`src/emb_consts.vh`:
```
`ifndef EMB_CONSTS_VH
`define EMB_CONSTS_VH

// Special function register locations
`define EMB_SFR_PORT0      8'h80
`define EMB_SFR_MISC_CTRL  8'h8E
`define EMB_SFR_PORT2      8'hA0
`define EMB_SFR_PORT3      8'hB0

// Field positions
`define EMB_STROBE_OFF_BIT 0
`define EMB_WR_STROBE_BIT  6
`define EMB_RD_STROBE_BIT  7

// Reset values
`define EMB_STROBE_OFF_RST 1'b0
`define EMB_PORT_RST       8'hFF
`define EMB_PIN_HIGH       1'b1
`define EMB_BYTE_ZERO      8'h00
`define EMB_ADDR_ZERO      16'h0000

// Machine cycle timing in oscillator clocks; reset hold length in machine cycles
`define EMB_MC_LAST        4'hB
`define EMB_HALF_LEN       4'h6
`define EMB_HALF_LAST      4'h5
`define EMB_ALE_END        4'h2
`define EMB_ADDR_END       4'h3
`define EMB_PROG_FETCH_STROBE_BEG       4'h3
`define EMB_SAMPLE_POS     4'h5
`define EMB_XD_BEG         4'h3
`define EMB_XD_END         4'hA
`define EMB_XD_SAMPLE      4'h9
`define EMB_MC_CLKS        12
`define EMB_RST_MCS        2

// Machine cycle kinds
`define EMB_CYC_FETCH      1'b0
`define EMB_CYC_XDATA      1'b1

`endif

```
`src/emb_rst_filter.v`:
```
`timescale 1ns/10ps
`include "emb_consts.vh"
`default_nettype none
module emb_rst_filter #(
    parameter CNT_W  = 6,                                 // Counter width
    parameter HOLD_N = `EMB_MC_CLKS * `EMB_RST_MCS        // Clocks the pin must stay high
) (
    input  wire             mclk,      // Oscillator clock
    input  wire             reset_n,   // Asynchronous system reset, active low
    input  wire             rstPin,    // Raw reset pin, active high
    output reg              rstOut     // Filtered core reset, active high
);

    reg             rstMeta;
    reg             rstSync;
    reg [CNT_W-1:0] holdCnt;

    localparam integer     HOLD_LAST_I = HOLD_N - 1;
    localparam [CNT_W-1:0] HOLD_LAST   = HOLD_LAST_I[CNT_W-1:0];

    // Two-stage synchroniser for the reset pin
    always @(posedge mclk or negedge reset_n) begin
        if (!reset_n) begin
            rstMeta <= 1'b0;
            rstSync <= 1'b0;
        end else begin
            rstMeta <= rstPin;
            rstSync <= rstMeta;
        end
    end

    // Reset takes effect only after the pin stays high for two machine cycles
    always @(posedge mclk or negedge reset_n) begin
        if (!reset_n) begin
            holdCnt <= {CNT_W{1'b0}};
            rstOut  <= 1'b1;
        end else if (!rstSync) begin
            holdCnt <= {CNT_W{1'b0}};
            rstOut  <= 1'b0;
        end else if (holdCnt == HOLD_LAST) begin
            rstOut  <= 1'b1;
        end else begin
            holdCnt <= holdCnt + {{(CNT_W-1){1'b0}}, 1'b1};
        end
    end

endmodule // emb_rst_filter
`default_nettype wire

```
`src/emb_bus_ctrl.v`:
```
// How it works
// - Address latch strobe pulses at one sixth of the oscillator rate.
// - An external data access skips exactly one address latch strobe pulse.
// - Setting bit 0 of misc_control at 8Eh stops strobes; pin weakly pulled high.
// - Strobes still appear for data moves, code table reads and external fetches.
// - The strobe off bit has no effect while external execution is selected.
// - Program fetch strobe fires twice per machine cycle during external fetches.
// - In external execution each external data access drops two fetch strobes.
// - Program fetch strobe stays inactive for internal code fetches.
// - Port 0 multiplexes low address and data, driving ones strongly.
// - Port 2 carries high address for external fetches and data pointer accesses.
// - Port 2 keeps its latch value for 8-bit indirect data accesses.
// - With a security bit programmed, access select is captured at reset.
// - Reset pin high for two machine cycles resets the device.
// - Port pins go to reset state at once, asynchronously, on reset pin high.
// - Port 3 bits 6 and 7 serve as external data write and read strobes.
// - A port 0 general I/O bit written with one floats.
// - The strobe off bit clears at reset.
`timescale 1ns/10ps
`include "emb_consts.vh"
`default_nettype none
module emb_bus_ctrl #(
    parameter [15:0] INT_CODE_LAST = 16'h0FFF                  // Highest internal code address
) (
    input  wire        mclk,                // Oscillator clock
    input  wire        reset_n,             // Asynchronous system reset, active low
    input  wire        rstPin,              // Reset pin, active high
    input  wire        extAccessSelect_n,   // Access select pin, low selects external code
    input  wire        securityProg,        // A security bit is programmed
    input  wire [7:0]  sfrAddr,             // Special function register address
    input  wire        sfrWrite,            // Special function register write strobe
    input  wire [7:0]  sfrWdata,            // Special function register write data
    output reg  [7:0]  sfrRdata,            // Special function register read data
    input  wire [15:0] fetchAddr,           // Code address of the next fetch
    input  wire        codeTableReadInstr,  // Next fetch is a code table read
    output reg         codeDone,            // Fetch slot finished, one cycle
    output reg         codeExternal,        // Finished fetch went to external memory
    output reg  [7:0]  codeData,            // Byte read from external code memory
    input  wire        extDataMoveReq,      // External data move requested, level
    input  wire        extDataMoveWrite,    // Data move direction, high writes
    input  wire        useDataPointerReg,   // Data move uses the 16-bit pointer
    input  wire [15:0] extDataMoveAddr,     // Data move address
    input  wire [7:0]  extDataMoveWdata,    // Data move write data
    output reg         extDataMoveDone,     // Data move finished, one cycle
    output reg  [7:0]  extDataMoveRdata,    // Data move read data
    output reg         ale,                 // Address latch strobe, active high
    output reg         aleWeakPull,         // Strobe pin released to weak pullup
    output reg         progFetchStrobe_n,   // Program fetch read strobe, active low
    input  wire [7:0]  p0In,                // Port 0 pin levels
    output reg  [7:0]  p0Out,               // Port 0 output value
    output reg  [7:0]  p0Oe,                // Port 0 output enables
    output reg  [7:0]  p2Out,               // Port 2 output value
    output reg  [7:0]  p3Out,               // Port 3 output value
    output reg         extExecMode,         // External execution in effect
    output reg         coreReset            // Core reset, active high
);

    // Phase decode within a half machine cycle
    function [3:0] halfPos;
        input [3:0] ph;
        begin
            if (ph >= `EMB_HALF_LEN) begin
                halfPos = ph - `EMB_HALF_LEN;
            end else begin
                halfPos = ph;
            end
        end
    endfunction

    wire        rstFilt;
    wire        portClr_n;
    reg         eaMeta;
    reg         eaSync;
    reg         secMeta;
    reg         secSync;
    reg  [7:0]  p0Meta;
    reg  [7:0]  p0Sync;
    reg         eaCaptured;
    reg         latchStrobeOffBit;
    reg  [7:0]  p0Latch;
    reg  [7:0]  p2Latch;
    reg  [7:0]  p3Latch;
    reg  [3:0]  phase;
    reg         cycKind;
    reg         xdWrite;
    reg         xdDptr;
    reg  [15:0] xdAddr;
    reg  [7:0]  xdWdata;
    reg  [15:0] hAddr;
    reg         hExt;
    reg         hAleOn;
    wire [3:0]  hPos;
    wire        eaEffective_n;
    wire        extExec;
    wire        nextExt;
    wire        nextAleOn;
    wire        takeXd;
    reg         codeTake;
    reg         codeTakeExt;
    reg         next_ale;
    reg         next_aleWeakPull;
    reg         next_prog_fetch_strobe_n;
    reg  [7:0]  next_p0Out;
    reg  [7:0]  next_p0Oe;
    reg  [7:0]  next_p2Out;
    reg  [7:0]  next_p3Out;

    emb_rst_filter u_rst_filter (
        .mclk    (mclk),
        .reset_n (reset_n),
        .rstPin  (rstPin),
        .rstOut  (rstFilt)
    );

    // Pin-facing flops clear as soon as the reset pin rises
    // Core state waits for the filtered reset, so a short glitch cannot wipe it
    assign portClr_n = reset_n & ~rstPin;

    // Synchronisers for pins read by the block
    always @(posedge mclk or negedge reset_n) begin
        if (!reset_n) begin
            eaMeta  <= `EMB_PIN_HIGH;
            eaSync  <= `EMB_PIN_HIGH;
            secMeta <= 1'b0;
            secSync <= 1'b0;
            p0Meta  <= `EMB_PORT_RST;
            p0Sync  <= `EMB_PORT_RST;
        end else begin
            eaMeta  <= extAccessSelect_n;
            eaSync  <= eaMeta;
            secMeta <= securityProg;
            secSync <= secMeta;
            p0Meta  <= p0In;
            p0Sync  <= p0Meta;
        end
    end

    // Access select is captured while reset holds the core
    always @(posedge mclk or negedge reset_n) begin
        if (!reset_n) begin
            eaCaptured <= `EMB_PIN_HIGH;
        end else if (rstFilt) begin
            eaCaptured <= eaSync;
        end
    end

    // A programmed security bit freezes the select captured during reset
    assign eaEffective_n = secSync ? eaCaptured : eaSync;
    assign extExec       = ~eaEffective_n;

    // Fetch target and strobe permission for the upcoming half cycle
    assign nextExt   = extExec | (fetchAddr > INT_CODE_LAST);
    assign nextAleOn = nextExt | codeTableReadInstr | extExec | ~latchStrobeOffBit;
    assign hPos      = halfPos(phase);
    assign takeXd    = (phase == `EMB_MC_LAST) && extDataMoveReq && (cycKind == `EMB_CYC_FETCH);

    // Special function register writes and reads
    // Writes are ignored while the core is held in reset
    always @(posedge mclk or negedge reset_n) begin
        if (!reset_n) begin
            latchStrobeOffBit <= `EMB_STROBE_OFF_RST;
            p0Latch           <= `EMB_PORT_RST;
            p2Latch           <= `EMB_PORT_RST;
            p3Latch           <= `EMB_PORT_RST;
            sfrRdata          <= `EMB_BYTE_ZERO;
        end else if (rstFilt) begin
            latchStrobeOffBit <= `EMB_STROBE_OFF_RST;
            p0Latch           <= `EMB_PORT_RST;
            p2Latch           <= `EMB_PORT_RST;
            p3Latch           <= `EMB_PORT_RST;
            sfrRdata          <= `EMB_BYTE_ZERO;
        end else begin
            if (sfrWrite) begin
                if (sfrAddr == `EMB_SFR_MISC_CTRL) begin
                    latchStrobeOffBit <= sfrWdata[`EMB_STROBE_OFF_BIT];
                end else if (sfrAddr == `EMB_SFR_PORT0) begin
                    p0Latch <= sfrWdata;
                end else if (sfrAddr == `EMB_SFR_PORT2) begin
                    p2Latch <= sfrWdata;
                end else if (sfrAddr == `EMB_SFR_PORT3) begin
                    p3Latch <= sfrWdata;
                end
            end
            if (sfrAddr == `EMB_SFR_MISC_CTRL) begin
                sfrRdata <= {7'h00, latchStrobeOffBit};
            end else if (sfrAddr == `EMB_SFR_PORT0) begin
                sfrRdata <= p0Sync;
            end else if (sfrAddr == `EMB_SFR_PORT2) begin
                sfrRdata <= p2Latch;
            end else if (sfrAddr == `EMB_SFR_PORT3) begin
                sfrRdata <= p3Latch;
            end else begin
                sfrRdata <= `EMB_BYTE_ZERO;
            end
        end
    end

    // Machine cycle sequencer: twelve clocks, two fetch halves or one data move
    // A data move replaces a whole machine cycle, so its two fetch halves are lost
    always @(posedge mclk or negedge reset_n) begin
        if (!reset_n) begin
            phase   <= 4'h0;
            cycKind <= `EMB_CYC_FETCH;
            xdWrite <= 1'b0;
            xdDptr  <= 1'b0;
            xdAddr  <= `EMB_ADDR_ZERO;
            xdWdata <= `EMB_BYTE_ZERO;
            hAddr   <= `EMB_ADDR_ZERO;
            hExt    <= 1'b0;
            hAleOn  <= 1'b1;
        end else if (rstFilt) begin
            phase   <= 4'h0;
            cycKind <= `EMB_CYC_FETCH;
            hExt    <= 1'b0;
            hAleOn  <= 1'b1;
        end else begin
            if (phase == `EMB_MC_LAST) begin
                phase <= 4'h0;
            end else begin
                phase <= phase + 4'h1;
            end
            if (hPos == `EMB_HALF_LAST) begin
                hAddr  <= fetchAddr;
                hExt   <= nextExt;
                hAleOn <= nextAleOn;
            end
            if (phase == `EMB_MC_LAST) begin
                cycKind <= takeXd ? `EMB_CYC_XDATA : `EMB_CYC_FETCH;
                xdWrite <= extDataMoveWrite;
                xdDptr  <= useDataPointerReg;
                xdAddr  <= extDataMoveAddr;
                xdWdata <= extDataMoveWdata;
            end
        end
    end

    // Next pin values from cycle kind and phase
    always @* begin
        next_ale         = 1'b0;
        next_aleWeakPull = 1'b0;
        next_prog_fetch_strobe_n      = 1'b1;
        next_p0Out       = `EMB_BYTE_ZERO;
        next_p0Oe        = ~p0Latch;
        next_p2Out       = p2Latch;
        next_p3Out       = p3Latch;
        if (rstFilt) begin
            next_ale    = `EMB_PIN_HIGH;
            next_prog_fetch_strobe_n = `EMB_PIN_HIGH;
            next_p0Oe   = `EMB_BYTE_ZERO;
            next_p2Out  = `EMB_PORT_RST;
            next_p3Out  = `EMB_PORT_RST;
        end else if (cycKind == `EMB_CYC_FETCH) begin
            next_ale         = hAleOn && (hPos < `EMB_ALE_END);
            next_aleWeakPull = ~hAleOn;
            if (hExt) begin
                next_prog_fetch_strobe_n = ~(hPos >= `EMB_PROG_FETCH_STROBE_BEG);
                next_p2Out  = hAddr[15:8];
                if (hPos < `EMB_ADDR_END) begin
                    next_p0Out = hAddr[7:0];
                    next_p0Oe  = 8'hFF;
                end else begin
                    next_p0Oe  = `EMB_BYTE_ZERO;
                end
            end
        end else begin
            // Data move: strobe only in the first half, no fetch strobes
            next_ale = (phase < `EMB_ALE_END);
            next_p2Out = xdDptr ? xdAddr[15:8] : p2Latch;
            if (phase < `EMB_ADDR_END) begin
                next_p0Out = xdAddr[7:0];
                next_p0Oe  = 8'hFF;
            end else if (xdWrite) begin
                next_p0Out = xdWdata;
                next_p0Oe  = 8'hFF;
            end else begin
                next_p0Oe  = `EMB_BYTE_ZERO;
            end
            if ((phase >= `EMB_XD_BEG) && (phase < `EMB_XD_END)) begin
                if (xdWrite) begin
                    next_p3Out[`EMB_WR_STROBE_BIT] = 1'b0;
                end else begin
                    next_p3Out[`EMB_RD_STROBE_BIT] = 1'b0;
                end
            end
        end
    end

    // Pin registers cleared directly by the reset pin
    always @(posedge mclk or negedge portClr_n) begin
        if (!portClr_n) begin
            ale               <= `EMB_PIN_HIGH;
            aleWeakPull       <= 1'b0;
            progFetchStrobe_n <= `EMB_PIN_HIGH;
            p0Out             <= `EMB_BYTE_ZERO;
            p0Oe              <= `EMB_BYTE_ZERO;
            p2Out             <= `EMB_PORT_RST;
            p3Out             <= `EMB_PORT_RST;
        end else begin
            ale               <= next_ale;
            aleWeakPull       <= next_aleWeakPull;
            progFetchStrobe_n <= next_prog_fetch_strobe_n;
            p0Out             <= next_p0Out;
            p0Oe              <= next_p0Oe;
            p2Out             <= next_p2Out;
            p3Out             <= next_p3Out;
        end
    end

    // Completion strobes and captured data toward the core
    // Port 0 reaches p0Sync two clocks late, so a fetched byte is taken one clock
    // after its half ends, while p0Sync still holds the strobed data
    always @(posedge mclk or negedge reset_n) begin
        if (!reset_n) begin
            codeTake         <= 1'b0;
            codeTakeExt      <= 1'b0;
            codeDone         <= 1'b0;
            codeExternal     <= 1'b0;
            codeData         <= `EMB_BYTE_ZERO;
            extDataMoveDone  <= 1'b0;
            extDataMoveRdata <= `EMB_BYTE_ZERO;
            extExecMode      <= 1'b0;
            coreReset        <= 1'b1;
        end else begin
            coreReset   <= rstFilt;
            extExecMode <= extExec;
            codeTake    <= ~rstFilt && (cycKind == `EMB_CYC_FETCH) && (hPos == `EMB_SAMPLE_POS);
            codeDone    <= ~rstFilt && codeTake;
            extDataMoveDone <= ~rstFilt && (cycKind == `EMB_CYC_XDATA) && (phase == `EMB_MC_LAST);
            if ((cycKind == `EMB_CYC_FETCH) && (hPos == `EMB_SAMPLE_POS)) begin
                codeTakeExt <= hExt;
            end
            if (codeTake) begin
                codeExternal <= codeTakeExt;
                codeData     <= codeTakeExt ? p0Sync : `EMB_BYTE_ZERO;
            end
            if ((cycKind == `EMB_CYC_XDATA) && (phase == `EMB_XD_SAMPLE) && !xdWrite) begin
                extDataMoveRdata <= p0Sync;
            end
        end
    end

endmodule // emb_bus_ctrl
`default_nettype wire

```
`config.mk`:
```
export PLATFORM = sky130hd
export DESIGN_NAME = emb_bus_ctrl
export DESIGN_NICKNAME = d
export VERILOG_FILES = /design/src/emb_rst_filter.v /design/src/emb_bus_ctrl.v
export VERILOG_INCLUDE_DIRS = /design/src
export SDC_FILE = /design/constraint.sdc
export NUM_CORES = 1
export LEC_CHECK = 0
export BUFFER_PORTS_ARGS = -buffer_cell sky130_fd_sc_hd__buf_2
export CAP_MARGIN = 30
export CELL_PAD_IN_SITES_DETAIL_PLACEMENT = 0
export CELL_PAD_IN_SITES_GLOBAL_PLACEMENT = 1
export CORE_MARGIN = 10
export CORE_UTILIZATION = 44
export CTS_BUF_LIST = sky130_fd_sc_hd__clkbuf_16
export DETAILED_ROUTE_END_ITERATION = 10
export PLACE_DENSITY = 0.77
export SYNTH_ARGS = -nofsm -noshare
export SYNTH_HDL_FRONTEND = slang
export SYNTH_SLANG_ARGS = --single-unit
```
`constraint.sdc`:
```
create_clock -name mclk -period 2.5 [get_ports mclk]
set_input_delay 0.125 -clock mclk [delete_from_list [all_inputs] [get_ports mclk]]
set_output_delay 0.125 -clock mclk [all_outputs]
set_load 0.03 [all_outputs]
```
==> results of run 1 <==
[cell usage after synthesis, types with 4 or more instances]
| cell | number |
|---|---|
| sky130_fd_sc_hd__or2_2 | 9 |
| sky130_fd_sc_hd__o32ai_1 | 9 |
| sky130_fd_sc_hd__dfrtp_1 | 106 |
| sky130_fd_sc_hd__o311a_1 | 8 |
| sky130_fd_sc_hd__nor3_1 | 6 |
| sky130_fd_sc_hd__nand2_1 | 18 |
| sky130_fd_sc_hd__dfstp_2 | 64 |
| sky130_fd_sc_hd__o21ai_0 | 13 |
| sky130_fd_sc_hd__buf_1 | 4 |
| sky130_fd_sc_hd__nor2b_1 | 5 |
| sky130_fd_sc_hd__a22oi_1 | 8 |
| sky130_fd_sc_hd__ha_1 | 4 |
| sky130_fd_sc_hd__mux2_2 | 59 |
| sky130_fd_sc_hd__nand3_1 | 17 |
| sky130_fd_sc_hd__clkbuf_1 | 17 |
| sky130_fd_sc_hd__mux2_4 | 10 |
| sky130_fd_sc_hd__inv_1 | 28 |
| sky130_fd_sc_hd__buf_2 | 6 |
| sky130_fd_sc_hd__a21oi_1 | 22 |
| sky130_fd_sc_hd__nand2b_1 | 4 |
| sky130_fd_sc_hd__mux2i_1 | 45 |
| sky130_fd_sc_hd__nor2_1 | 47 |
[layout by cell type, fill, tap and decap left out, types with 13 or more instances in the layout]
cell type,count
sky130_fd_sc_hd__nor2_1,47
sky130_fd_sc_hd__dfrtp_1,106
sky130_fd_sc_hd__clkbuf_16,17
sky130_fd_sc_hd__inv_1,31
sky130_fd_sc_hd__nand2_1,18
sky130_fd_sc_hd__dfstp_2,64
sky130_fd_sc_hd__mux2i_1,45
sky130_fd_sc_hd__o21ai_0,13
sky130_fd_sc_hd__mux2_2,59
sky130_fd_sc_hd__buf_2,136
sky130_fd_sc_hd__nand3_1,17
sky130_fd_sc_hd__dlygate4sd3_1,62
sky130_fd_sc_hd__a21oi_1,22
[path summary, 6_finish.rpt]
check	from	end	slack [ns]	cells after the start
worst max-delay path	phase[1]$_DFF_PN0_	hAddr[1]$_DFFE_PN0P_	0.35	5
worst min-delay path	sfrWdata[6]	p0Latch[6]$_DFFE_PN1P_	0.03	3
worst max register to register	phase[1]$_DFF_PN0_	hAddr[1]$_DFFE_PN0P_	0.35	5
worst min register to register	p0Meta[2]$_DFF_PN1_	p0Sync[2]$_DFF_PN1_	0.35	0
max in group asynchronous	reset_n	xdWdata[4]$_DFFE_PN0P_	1.58	3
min in group asynchronous	reset_n	hAddr[14]$_DFFE_PN0P_	0.43	3
[layer usage]
metal	track usage	vias to the layer above
li1	-	2338
met1	0.1950	2445
met2	0.2865	125
met3	0.04638	33
met4	0.07037	0
met5	0	-
[metrics by stage]
stage | worst slack [ns] | hold slack (ns) | power, mW
after global placement | 0.4431 | 0.2304 | 3.571
after floorplan | 0.3694 | -0.1706 | 3.336
after global routing | 0.2564 | 0.02411 | 6.548
after CTS | 0.3518 | 0.004962 | 6.393
final | 0.3456 | 0.02875 | 6.317
after detailed placement | 0.3714 | 0.2322 | 3.586
[final cells by class]
class	instances	area [sq um]
Fill cell	1349	6585
Inverter	28	105.1
Tap cell	216	270.3
Sequential cell	170	4334
Timing Repair Buffer	212	1423
Multi-Input combinational cell	324	2560
Clock inverter	15	182.7
Clock buffer	17	425.4
[worst max-delay path: stages, from the launching register on]
cell and delay (ns):
sky130_fd_sc_hd__dfrtp_1 0.49, sky130_fd_sc_hd__ha_1 0.32, sky130_fd_sc_hd__nand4b_2 0.28, sky130_fd_sc_hd__o32ai_4 0.24, sky130_fd_sc_hd__buf_4 0.33, sky130_fd_sc_hd__mux2_2 0.37
[where the power goes]
group | internal, mW | switching, mW
registers | 2.93 | 0.0776
logic | 0.262 | 0.339
clock network | 1.66 | 1.05
[cells by family (layout without fill, tap and decap cells)]
group | after synthesis | in the layout | synth area share
muxes | 114 | 114 | 0.1778
DFF | 170 | 170 | 0.6092
and+or+nand+nor | 131 | 131 | 0.09708
adders and majority gates | 4 | 4 | 0.007035
xor gates and xnor gates | 2 | 2 | 0.002463
AOI/OAI and AO/OA | 73 | 73 | 0.07352
buffers and inverters | 56 | 272 | 0.03289
==> results.toml, run 1 <==
[critical_path]
startpoint_type = "flop"
crit_required_ns = 2.81
critPathArrivalTime_ns = 2.46
worst-path-max-fanout = 16
worstSetupPathType = "flop to flop"
endpoint_kind = "flop"

[global_route]
grt_first_pass_wirelength_um = 28750
groute.usage.overall = 0.1682
grt_max_degree = 136
first_global_vias = 5349
antenna_found_initial = 0
grt_overflow_total = 0

[finish]
layout.cell_area.non_filler_sq_um = 9300
final_net_count = 831
flow.area_growth_from_synthesis_pct = 30.72
post-route-util = 0.5855
biggest_registers_after_layout = "hAddr: 16 flops, xdAddr: 16 flops"
insertedDiodeCount = 0
finish.cell_count_without_fillers = 982
post_route_cells_drive_above_1_share = 0.4308

[drt]
dr_total_vias = 4941
drt_first_iter_violations = 278
antenna_left = 0
routed-wl-met3_um = 907
post_drt_via_cell_ratio = 5.032
top_signal_layer_used = "met4"
drt-pass1-iter-count = 4
route.layer.met1.wl_um = 7458
postRouteWirelength_um = 18130
dr_wl_met2_um = 9347
drcViolationCount = 0
wl_per_cell_um = 18.46

[run]
max_cap_violations = 0

[synth]
syn_inst = 550
yosys.cell_types.count = 51
synth_largest_area_cell = "sky130_fd_sc_hd__dfrtp_1"
ys_async_sr_fraction = 1.000
number_of_synthesized_register_bits = 170
synthFlopType = "sky130_fd_sc_hd__dfrtp_1"
synth-edff-count = 0
netlist_area_sq_um = 7114
yosys.area.top_type_share = 0.3728
mappedNetlistNets = 628
synthesis.area_per_instance_sq_um = 12.94
synth.area.top_cells = "sky130_fd_sc_hd__dfrtp_1 37%, sky130_fd_sc_hd__dfstp_2 24%, sky130_fd_sc_hd__mux2_2 9.3%"
ys_seq_area_frac = 0.6092
synth_warnings = 0

[place]
dp.final_hpwl_um = 12510
place_inst = 888
placed_cell_area_sq_um = 8071
final_estimated_routing_congestion_in_global_placement = 0.8331
io_buffers = 137

[floorplan]
overall_die_area_sq_um = 21650
dieHeight_um = 147.2
floorplan.rows = 46
design.core.area_sq_um = 15890
die_width_um = 147.2
io_pins = 138
initial_utilization = 0.4479

[sta]
final_max_slew_viol_count = 0
period_utilization = 0.8617
timing.final.crit_period_ns = 2.154
finClkSkew_ns = 0.009587
totalNegativeSetupSlack_ns = 0
finalSetupViolations = 0
rsz0062_at_grt = "no"
max_freq_mhz = 464.2
timing.max_slew.rel_slack = 0.5408
worstMarginPinSlew_ns = 0.6889
report.final.hold_viol_count = 0

[clock_tree]
insertion_delay_ns = 0.43
cts_tree = "done"
hold_buffers = 62
cts_num_sinks = 170
post_cts_resize_count = 0
tritoncts.num_buffers = 17
buffer_count_from_post_cts_setup_fixing = 0
root_buffer = "sky130_fd_sc_hd__clkbuf_16"
ctsHtreeMaxLevel = 4
clk_pin_slew_worst_paths_ns = 0.06
ctsLongestPathBuffers = 2

[pwr]
pwr_density_cell_nw_per_um2 = 679.2
p_leak_nw = 4.439
max-vdd-ir-drop_uv = 494.4

[run_status]
status = "finished clean"

[hold_path]
worstHoldPathType = "primary input to flop"
Note: power is estimated with default switching activity, not from simulation.
==> run 2: changes to the inputs <==
--- a/config.mk
+++ b/config.mk
@@ -7,7 +7,7 @@
 export NUM_CORES = 1
 export LEC_CHECK = 0
 export BUFFER_PORTS_ARGS = -buffer_cell sky130_fd_sc_hd__buf_2
-export CAP_MARGIN = 30
+export CAP_MARGIN = 25
 export CELL_PAD_IN_SITES_DETAIL_PLACEMENT = 0
 export CELL_PAD_IN_SITES_GLOBAL_PLACEMENT = 1
 export CORE_MARGIN = 10
==> constraint.sdc (replaced) <==
create_clock -name mclk -period 2.4 [get_ports mclk]
set_input_delay 0.12 -clock mclk [delete_from_list [all_inputs] [get_ports mclk]]
set_output_delay 0.12 -clock mclk [all_outputs]
set_load 0.03 [all_outputs]
==> run 2 against run 1 <==
  * Critical path depth unchanged
  * Highest routed layer unchanged
  * Final cell count unchanged
  * Largest power group unchanged
  * Clock skew increased by 0.0015 ns
  * Via count increased by 2.6%
  * Register-to-register slack got worse by 0.099 ns
==> results.toml, run 2 (same netlist as run 1, synthesis figures left out) <==
[run_status]
status = "finished clean"

[finish]
final_net_count = 831
biggest_registers_after_layout = "hAddr: 16 flops, xdAddr: 16 flops"
post_route_cells_drive_above_1_share = 0.4386
layout.cell_area.non_filler_sq_um = 9319
most_common_cell_after_layout_fill_and_taps_aside = "sky130_fd_sc_hd__buf_2"
final_cell_mix = "136 x sky130_fd_sc_hd__buf_2, 106 x sky130_fd_sc_hd__dfrtp_1, 64 x sky130_fd_sc_hd__dfstp_2, 61 x sky130_fd_sc_hd__dlygate4sd3_1, 59 x sky130_fd_sc_hd__mux2_2"
flow.area_growth_from_synthesis_pct = 30.99
multi_input_comb_area_sq_um = 2560
insertedDiodeCount = 0
fillers = 1315
regArea_sq_um = 4334

[critical_path]
number_of_cells_on_the_worst_reg_to_reg_path = 5
startpoint_type = "flop"
regToRegSetupSlack_ns = 0.25
crit_required_ns = 2.71
regToRegStartpoint = "phase[1]$_DFF_PN0_"
critPathArrivalTime_ns = 2.46
endpoint_kind = "flop"
worst-path-max-fanout = 16
worstSetupPathType = "flop to flop"
worst_r2r_endpoint = "hAddr[0]$_DFFE_PN0P_"

[floorplan]
design.core.area_sq_um = 15890
floorplan.rows = 46
die_width_um = 147.2
dieHeight_um = 147.2
overall_die_area_sq_um = 21650
initial_utilization = 0.4479
io_pins = 138

[global_route]
grt_overflow_total = 0
grt_first_pass_wirelength_um = 29020
first_global_vias = 5516
antenna_found_initial = 0
grt_max_degree = 136
groute.usage.overall = 0.1689

[sta]
period_utilization = 0.8971
max_freq_mhz = 464.5
report.final.hold_viol_count = 0
worst_slack_ns = 0.2471
finClkSkew_ns = 0.01110
final.hold.worst_slack_ns = 0.007635
finalSetupViolations = 0
worstMarginPinSlew_ns = 0.7054
final_max_slew_viol_count = 0
timing.max_slew.rel_slack = 0.5297
rsz0062_at_grt = "no"
totalNegativeSetupSlack_ns = 0
timing.final.crit_period_ns = 2.153

[hold_path]
min_delay_worst_endpoint = "p0Latch[7]$_DFFE_PN1P_"
worstHoldPathType = "primary input to flop"
hold_path.startpoint = "sfrWdata[7]"
min_path_cells = 3

[clock_tree]
clk_pin_slew_worst_paths_ns = 0.07
buffer_count_from_post_cts_setup_fixing = 0
tritoncts.num_buffers = 17
hold_buffers = 61
ctsLongestPathBuffers = 2
root_buffer = "sky130_fd_sc_hd__clkbuf_16"
ctsHtreeMaxLevel = 4
insertion_delay_ns = 0.43
post_cts_resize_count = 0
cts_tree = "done"
cts_num_sinks = 170

[run]
max_cap_violations = 0

[place]
io_buffers = 137
placed_cell_area_sq_um = 8079
preCtsSetupSlack_ns = 0.2702
dp.final_hpwl_um = 12530
final_estimated_routing_congestion_in_global_placement = 0.8268

[drt]
drt_first_iter_violations = 230
drt-pass1-iter-count = 4
wl_per_cell_um = 18.70
dr_total_vias = 5067
post_drt_via_cell_ratio = 5.160
drcViolationCount = 0
postRouteWirelength_um = 18370
antenna_left = 0

[pwr]
max-vdd-ir-drop_uv = 531.0
pwr_density_cell_nw_per_um2 = 715.9
p_leak_nw = 4.441
==> run 2: final cells by class <==
| cell class | count | area share |
|---|---|---|
| sequential | 170 | 0.4651 |
| multi-input combinational | 324 | 0.2747 |
| clock buffer | 17 | 0.04565 |
| inverter | 28 | 0.01128 |
| clock inverter | 15 | 0.02189 |
| tap | 216 | 0.02900 |
| timing repair buffer | 212 | 0.1524 |
==> run 2: worst max-delay path, cell delays in order (launching register included) <==
cell                       delay (ns)
sky130_fd_sc_hd__dfrtp_1         0.49
sky130_fd_sc_hd__ha_1            0.32
sky130_fd_sc_hd__nand4b_2        0.28
sky130_fd_sc_hd__o32ai_4         0.24
sky130_fd_sc_hd__buf_4           0.32
sky130_fd_sc_hd__mux2_2          0.38
==> run 2: how the worst max path moves through the flow <==
stage,from,end
after floorplan,rstPin,aleWeakPull$_DFF_PN0_
after global placement,phase[1]$_DFF_PN0_,hAddr[4]$_DFFE_PN0P_
after detailed placement,phase[1]$_DFF_PN0_,hAddr[1]$_DFFE_PN0P_
after CTS,phase[1]$_DFF_PN0_,hAddr[1]$_DFFE_PN0P_
after global routing,phase[1]$_DFF_PN0_,hAddr[0]$_DFFE_PN0P_
final,phase[1]$_DFF_PN0_,hAddr[0]$_DFFE_PN0P_
==> run 2: stage by stage <==
step | total power [mW] | std cells | util
floorplan | 3.475 | 550 | -
global placement | 3.722 | 889 | 0.5086
detailed placement | 3.739 | 889 | 0.5086
CTS | 6.740 | 982 | 0.5866
global route | 6.919 | 982 | 0.5866
finish | 6.671 | 982 | 0.5866
==> run 2: where the power goes <==
group | switching (mW) | internal, mW
registers | 0.0824 | 3.05
clock network | 1.23 | 1.69
logic | 0.354 | 0.274
total | 1.66 | 5.01
==> run 2: routing by layer <==
layer  GRT usage  up-vias  part of all wire
li1            -     2339                 -
met1      0.1933     2566              0.41
met2      0.2926      133              0.52
met3     0.04914       29             0.048
met4     0.06293        0             0.024
met5           0        -                 0
